<file path="src/logic/irpc_pkg.sv">
`default_nettype none
package irpc_pkg;
   localparam int CLK_PERIOD_PS     = 8000;
   // Shortest receive pulse accepted, rounded up to whole cycles
   localparam int RX_MIN_PULSE_PS   = 1410000;
   localparam int RX_MIN_CYC        = (RX_MIN_PULSE_PS + CLK_PERIOD_PS - 1) / CLK_PERIOD_PS;
   // Nominal carrier phase, 0.8 to 1.2 us allowed
   localparam int CAR_PHASE_PS      = 1000000;
   localparam int CAR_PHASE_CYC     = CAR_PHASE_PS / CLK_PERIOD_PS;
   // Carrier seen as present this long after its last active sample
   localparam int ASK_HOLD_PS       = 4000000;
   localparam int ASK_HOLD_CYC      = ASK_HOLD_PS / CLK_PERIOD_PS;
   // Reference ticks per bit and per transmit pulse (3/16 of a bit)
   localparam int OVERSAMPLE        = 16;
   localparam int TX_PULSE_TICKS    = 3;
   localparam int CFG_RX_POL_BIT    = 0;
   localparam int CFG_TX_POL_BIT    = 1;
   localparam logic [1:0] CFG_RESET = 2'h2;
endpackage
`default_nettype wire

</file>
<file path="src/logic/irpc_pulse_filter.sv">
`default_nettype none
module irpc_pulse_filter
   import irpc_pkg::*;
#(
   parameter int MIN_CYC = RX_MIN_CYC
) (
   input  wire logic clock,
   input  wire logic rst,
   input  wire logic clk_en,
   input  wire logic level_active,
   output var  logic detect
);
   localparam int CW = $clog2(MIN_CYC + 1);
   logic [CW-1:0] run_q, run_d;
   logic          detect_q, detect_d;

   // One detect per pulse, only once the pulse has lasted MIN_CYC cycles
   always_comb begin
      run_d    = run_q;
      detect_d = 1'b0;
      if (!level_active) begin
         run_d = '0;
      end else if (run_q < CW'(MIN_CYC)) begin
         run_d    = run_q + 1'b1;
         detect_d = (run_q == CW'(MIN_CYC - 1));
      end
   end

   always_ff @(posedge clock) begin
      if (rst) begin
         run_q    <= '0;
         detect_q <= 1'b0;
      end else if (clk_en) begin
         run_q    <= run_d;
         detect_q <= detect_d;
      end
   end

   assign detect = detect_q;
endmodule
`default_nettype wire

</file>
<file path="src/logic/irpc_codec.sv">
`default_nettype none
module irpc_codec
   import irpc_pkg::*;
#(
   parameter int TICKS_PER_BIT = OVERSAMPLE,
   parameter int PULSE_TICKS   = TX_PULSE_TICKS
) (
   input  wire logic clock,
   input  wire logic rst,
   input  wire logic clk_en,
   input  wire logic baud_tick,
   input  wire logic ask_mode,
   input  wire logic cfg_rx_active_high,
   input  wire logic cfg_tx_active_high,
   input  wire logic uart_txd,
   output var  logic uart_rxd,
   input  wire logic ir_rx_pin,
   output var  logic ir_tx_pin,
   input  wire logic ask_rx_pin,
   output var  logic ask_tx_pin
);
   localparam int TW = $clog2(TICKS_PER_BIT + 1);
   localparam int CW = $clog2(CAR_PHASE_CYC + 1);
   localparam int HW = $clog2(ASK_HOLD_CYC + 1);

   function automatic logic to_pin(input logic active, input logic high);
      return high ? active : !active;
   endfunction

   logic [1:0]    cfg_q, cfg_d;
   logic          txd_prev_q, txd_prev_d;
   logic [TW-1:0] tx_tick_q, tx_tick_d;
   logic          ir_pulse_q, ir_pulse_d;
   logic [CW-1:0] car_cnt_q, car_cnt_d;
   logic          car_on_q, car_on_d;
   logic          ask_burst_q, ask_burst_d;
   logic [TW-1:0] rx_low_q, rx_low_d;
   logic [HW-1:0] ask_hold_q, ask_hold_d;
   logic          rxd_q, rxd_d;
   logic          ir_tx_q, ir_tx_d;
   logic          ask_tx_q, ask_tx_d;
   logic          ir_rx_active, ask_rx_active, ir_detect;

   // Receive polarity bit serves both schemes
   assign ir_rx_active  = to_pin(ir_rx_pin, cfg_q[CFG_RX_POL_BIT]);
   assign ask_rx_active = to_pin(ask_rx_pin, cfg_q[CFG_RX_POL_BIT]) && ask_mode;

   irpc_pulse_filter #(.MIN_CYC(RX_MIN_CYC)) u_filter (
      .clock        (clock),
      .rst          (rst),
      .clk_en       (clk_en),
      .level_active (ir_rx_active && !ask_mode),
      .detect       (ir_detect)
   );

   // Pulse encoder; the tick counter restarts on every data edge so the
   // pulse lands at the start of the bit whatever the rate
   always_comb begin
      cfg_d      = {cfg_tx_active_high, cfg_rx_active_high};
      txd_prev_d = uart_txd;
      tx_tick_d  = tx_tick_q;
      if (uart_txd != txd_prev_q) begin
         tx_tick_d = '0;
      end else if (baud_tick) begin
         tx_tick_d = (tx_tick_q == TW'(TICKS_PER_BIT - 1)) ? '0 : tx_tick_q + 1'b1;
      end
      ir_pulse_d = !ask_mode && !uart_txd && (tx_tick_d < TW'(PULSE_TICKS));
   end

   // Carrier generator; phase length is absolute, not rate-dependent
   always_comb begin
      car_cnt_d = car_cnt_q;
      car_on_d  = car_on_q;
      if (!ask_mode || uart_txd) begin
         car_cnt_d = '0;
         car_on_d  = 1'b1;
      end else if (!ask_burst_q && car_on_q) begin
         // First burst cycle counts as phase cycle 0, so the first phase is full length
         car_cnt_d = '0;
      end else if (car_cnt_q == CW'(CAR_PHASE_CYC - 1)) begin
         car_cnt_d = '0;
         car_on_d  = !car_on_q;
      end else begin
         car_cnt_d = car_cnt_q + 1'b1;
      end
      ask_burst_d = ask_mode && !uart_txd && car_on_d;
   end

   // Decoders: a detected pulse holds the line low for one bit time;
   // carrier holds it low until the carrier has been gone a while
   always_comb begin
      rx_low_d   = rx_low_q;
      ask_hold_d = ask_hold_q;
      if (ir_detect) begin
         rx_low_d = TW'(TICKS_PER_BIT);
      end else if (baud_tick && rx_low_q != '0) begin
         rx_low_d = rx_low_q - 1'b1;
      end
      if (ask_rx_active) begin
         ask_hold_d = HW'(ASK_HOLD_CYC);
      end else if (ask_hold_q != '0) begin
         ask_hold_d = ask_hold_q - 1'b1;
      end
      rxd_d    = ask_mode ? (ask_hold_d == '0) : (rx_low_d == '0);
      ir_tx_d  = to_pin(ir_pulse_d, cfg_q[CFG_TX_POL_BIT]);
      ask_tx_d = to_pin(ask_burst_d, cfg_q[CFG_TX_POL_BIT]);
   end

   always_ff @(posedge clock) begin
      if (rst) begin
         cfg_q       <= CFG_RESET;
         txd_prev_q  <= 1'b1;
         tx_tick_q   <= '0;
         ir_pulse_q  <= 1'b0;
         car_cnt_q   <= '0;
         car_on_q    <= 1'b1;
         ask_burst_q <= 1'b0;
         rx_low_q    <= '0;
         ask_hold_q  <= '0;
         rxd_q       <= 1'b1;
         ir_tx_q     <= 1'b0;
         ask_tx_q    <= 1'b0;
      end else if (clk_en) begin
         cfg_q       <= cfg_d;
         txd_prev_q  <= txd_prev_d;
         tx_tick_q   <= tx_tick_d;
         ir_pulse_q  <= ir_pulse_d;
         car_cnt_q   <= car_cnt_d;
         car_on_q    <= car_on_d;
         ask_burst_q <= ask_burst_d;
         rx_low_q    <= rx_low_d;
         ask_hold_q  <= ask_hold_d;
         rxd_q       <= rxd_d;
         ir_tx_q     <= ir_tx_d;
         ask_tx_q    <= ask_tx_d;
      end
   end

   assign uart_rxd   = rxd_q;
   assign ir_tx_pin  = ir_tx_q;
   assign ask_tx_pin = ask_tx_q;

   // Checking helpers
   logic [7:0]  a_ptick_q;
   logic [15:0] a_phase_q;
   always_ff @(posedge clock) begin
      if (rst) begin
         a_ptick_q <= '0;
         a_phase_q <= '0;
      end else if (clk_en) begin
         a_ptick_q <= !ir_pulse_q ? 8'h00 : (baud_tick ? a_ptick_q + 8'h01 : a_ptick_q);
         a_phase_q <= (ask_burst_d != ask_burst_q) ? 16'h0001 : a_phase_q + 16'h0001;
      end
   end
endmodule
`default_nettype wire

</file>
<file path="config.mk">
export PLATFORM = sky130hd
export DESIGN_NAME = irpc_codec
export DESIGN_NICKNAME = d
export VERILOG_FILES = /design/src/logic/irpc_pkg.sv /design/src/logic/irpc_pulse_filter.sv /design/src/logic/irpc_codec.sv
export SDC_FILE = /design/constraint.sdc
export NUM_CORES = 1
export LEC_CHECK = 0
export BUFFER_PORTS_ARGS = -buffer_cell sky130_fd_sc_hd__buf_2
export CORE_MARGIN = 10
export CORE_UTILIZATION = 55
export CTS_CLUSTER_DIAMETER = 200
export DETAILED_ROUTE_END_ITERATION = 7
export PLACE_DENSITY = 0.73
export SETUP_SLACK_MARGIN = 0.02
export SLEW_MARGIN = 20
export SYNTH_ARGS = -nofsm -noshare
export SYNTH_HDL_FRONTEND = slang
export SYNTH_HIERARCHICAL = 1
export SYNTH_SLANG_ARGS = --single-unit
</file>
<file path="constraint.sdc">
create_clock -name clock -period 2.65 [get_ports clock]
set_input_delay 0.53 -clock clock [delete_from_list [all_inputs] [get_ports clock]]
set_output_delay 0.53 -clock clock [all_outputs]
set_load 0.01 [all_outputs]
</file>
==> flow_metrics.py <==
metrics = {
    "timing": {
        "post-route-min-period_ps": 2006,
        "max_freq_ghz": 0.4985,
        "final.setup.tns_ps": 0,
        "post-route-period-util_pct": 75.70,
        "timing.final.max_slew_violations": 0,
        "worst_slew_margin_rel_pct": 69.66,
        "finClkSkew_ps": 8.396,
        "worstMarginPinSlew_ps": 450.3,
        "rsz0062_at_grt": "no",
        "fin_ws_ps": 643.9,
        "setup_viol": 0,
        "hold_viol_final": 0,
    },
    "cts": {
        "cts_root_buf": "sky130_fd_sc_hd__clkbuf_8",
        "clock_tree_from_tritoncts": "built",
        "holdBufCountCts": 0,
        "cts_resized": 0,
        "cts_buffer_depth": 2,
        "tritoncts_num_sinks": 43,
        "post-cts-setup-buffers": 0,
        "clk_transition_reported_paths_ps": 90,
        "max_h_tree_level": 2,
        "clk-insertion-delay-late_ps": 300,
        "numCtsBuffers": 5,
    },
    "pwr": {
        "power.share.switching_pct": 29.25,
        "internal_power_mw": 1.127,
        "power.combinational.fraction_pct": 20.2,
        "vdd.ir_drop.worst_uv": 355.8,
        "finalPower_mw": 1.593,
        "p_leak_nw": 1.000,
        "power_density_mw_per_mm2": 581.5,
        "clock_power_share_pct": 34.6,
        "switchingPower_mw": 0.4661,
        "sequential_power_share_pct": 45.2,
    },
    "route": {
        "routed_via_density": 6.280,
        "initialDrtViolationCount": 108,
        "detail-route-antenna-nets": 0,
        "drt_drc_violations_left": 0,
        "detail_route.wl_per_cell_um": 14.59,
        "route.vias.total": 2380,
        "finalWirelength_mm": 5.531,
        "detailedRoute.firstPassIterationCount": 4,
    },
    "yosys": {
        "synthArstFlopShare_pct": 0,
        "synth_seq_cells": 43,
        "synth_ff_type": "sky130_fd_sc_hd__dfxtp_1",
        "synth_seq_area_share_pct": 34.28,
        "netlist_instances": 315,
        "synth_enable_flop_cells": 0,
        "synth_area_per_cell_um2": 7.972,
        "synthMostInstantiatedCell": "sky130_fd_sc_hd__dfxtp_1",
        "post-synth-top-area-fraction_pct": 34.28,
        "synth.net_count": 333,
        "netlist-cell-type-count": 63,
        "cell_types_with_the_highest_counts_after_synthesis": "sky130_fd_sc_hd__dfxtp_1 (43), sky130_fd_sc_hd__nand2_1 (28), sky130_fd_sc_hd__nor2_1 (28)",
        "synth_area_leaders": "sky130_fd_sc_hd__dfxtp_1 (34%), sky130_fd_sc_hd__o21ai_0 (4.8%), sky130_fd_sc_hd__nand2_1 (4.2%)",
        "synth_area_leader_cell": "sky130_fd_sc_hd__dfxtp_1",
        "mappedNetlistArea_mm2": 0.002511,
        "synthesis.yosys.warnings": 6,
    },
    "grt": {
        "maximum_number_of_pins_on_one_net_before_global_route_repair": 28,
        "use_met3_pct": 2.786,
        "global_route.usage.met1_pct": 19.30,
        "top_usage_layer": "met2",
        "globalRouteTotalUtil_pct": 15.36,
        "vias_in_the_first_global_route": 2249,
        "antenna_found_initial": 0,
        "gr-total-overflow": 0,
        "globalRouteMet2Util_pct": 25.79,
        "global_route_wire_length_before_repair_mm": 9.949,
    },
    "layout": {
        "multi_input_area_mm2": 0.001524,
        "drive_above_1_share_pct": 10.70,
        "area_growth_syn_to_layout_pct": 9.118,
        "fillCellCount": 398,
        "ff_latch_area_um2": 860.8,
        "final_nets": 344,
        "antennaDiodeCount": 0,
    },
    "die": {
        "initial_utilization_pct": 57.28,
        "die_w_um": 87.57,
        "dieHeight_um": 87.57,
        "core_area_mm2": 0.004384,
        "placement_rows": 24,
        "design.die.area_mm2": 0.007669,
        "boundaryPins": 13,
    },
    "place": {
        "number_of_buffers_inserted_by_port_buffering": 12,
        "post-place-ws_ps": 607.5,
        "detailedPlacementHpwl_mm": 3.859,
        "finalWeightedCongestion": 0.8972,
    },
    "worst_setup_path": {
        "timing.critical_path.arrival_ps": 2250,
        "end_kind": "flip-flop",
        "worst_r2r_endpoint": "u_filter/run_q[6]$_SDFFE_PP0P_",
        "reg2regPathDepth": 6,
        "r2r_start": "u_filter/run_q[0]$_SDFFE_PP0P_",
        "worstSetupStartpointType": "flip-flop",
        "ff2ff_setup_slack_ps": 640,
        "timing.setup.critical_path_class": "flip-flop to flip-flop",
        "crit_required_ps": 2890,
        "worstPathMaxFanout": 6,
    },
    "hold_path": {
        "holdCritStartpoint": "cfg_tx_active_high",
        "hold_class": "input port to flip-flop",
        "worst_hold_path.endpoint": "cfg_q[1]$_SDFFE_PP1P_",
        "timing.hold.worst_path_depth": 3,
    },
    "job": {
        "drv_cap": 0,
    },
    "status": {
        "status": "complete, no violations",
    },
}
## critical path, stage by stage (launching register included)
cell and delay, ps:
sky130_fd_sc_hd__dfxtp_1 360, sky130_fd_sc_hd__inv_1 70, sky130_fd_sc_hd__ha_1 170, sky130_fd_sc_hd__or3b_4 390, sky130_fd_sc_hd__a2111o_1 450, sky130_fd_sc_hd__or4_1 430
sky130_fd_sc_hd__nand3_1 90
## cells in the final DEF, fill, tap and decap left out, drive strengths merged, types with 4 or more instances in the layout
master	instances
mux2i	5
dfxtp	43
buf	16
nand4	9
nor2b	5
inv	21
o21ai	24
ha	8
nor2	28
xor2	5
nor3	12
clkbuf	6
o31ai	4
nand2	28
nor4	6
nand3b	5
nand3	10
xnor2	4
a21oi	20
## registers in the layout (all words and copies together) (netlist names)
name and flops:
rx_low_q 5, uart_rxd 1, ask_tx_pin 1, tx_tick_q 5
u_filter/run_q 8, car_on_q 1, ir_tx_pin 1, cfg_q 2
ask_hold_q 9, txd_prev_q 1, u_filter/detect 1, car_cnt_q 7
ask_burst_q 1
## metrics by stage
| stage | util, % | instances | instance area (um^2) | hold slack, ps |
|---|---|---|---|---|
| floorplan | - | 315 | 2511 | 471.3 |
| finish | 62.50 | 379 | 2740 | 454.3 |
| CTS | 62.50 | 379 | 2740 | 452.0 |
| detailed placement | 59.73 | 371 | 2619 | 470.4 |
| global placement | 59.73 | 371 | 2619 | 466.1 |
| global route | 62.50 | 379 | 2740 | 467.9 |
## cell families (layout without fill, tap and decap cells)
family	after synthesis	in the layout	synth area share [%]
adders and majority gates	9	9	4.385
xor gates and xnor gates	9	9	3.139
muxes	6	6	2.442
buffers and inverters	33	45	5.032
AOI/OAI and AO/OA	85	85	23.02
DFF	43	43	34.28
and+or+nand+nor	130	130	27.70
## area by class of cell
type,instances,share of cell area (%)
inverter,21,2.877
sequential,43,31.42
clock inverter,2,1.416
multi-input combinational,239,55.62
tap,52,2.374
timing repair buffer,16,3.288
clock buffer,6,3.014
## metal layers
layer,share of wire (%),wire length [um],vias to the layer above
li1,-,-,1180
met1,46,2558,1137
met2,48,2674,56
met3,4.2,235,7
met4,1.1,63,0
met5,0,0,-
## worst max-delay path by stage
stage                                        start                             end  depth (start not counted)
floorplan                                ir_rx_pin  u_filter/run_q[6]$_SDFFE_PP0P_                          7
global placement                         ir_rx_pin  u_filter/run_q[6]$_SDFFE_PP0P_                          7
detailed placement                       ir_rx_pin  u_filter/run_q[6]$_SDFFE_PP0P_                          7
CTS                       rx_low_q[0]$_SDFFE_PP0P_           uart_rxd$_SDFFE_PP1P_                          7
global route            ask_hold_q[0]$_SDFFE_PP0P_           uart_rxd$_SDFFE_PP1P_                          7
finish              u_filter/run_q[0]$_SDFFE_PP0P_  u_filter/run_q[6]$_SDFFE_PP0P_                          6
## power by group through the flow
| stage | Sequential (mW) | Combinational, mW | Clock (mW) |
|---|---|---|---|
| 2_1_floorplan | 0.725 | 0.249 | 0 |
| 3_3_place_gp | 0.732 | 0.316 | 0 |
| 3_5_place_dp | 0.732 | 0.316 | 0 |
| 4_1_cts | 0.720 | 0.320 | 0.568 |
| 5_1_grt | 0.728 | 0.365 | 0.591 |
| 6_report | 0.720 | 0.322 | 0.551 |
No activity file was read; power rests on OpenSTA's default activity.
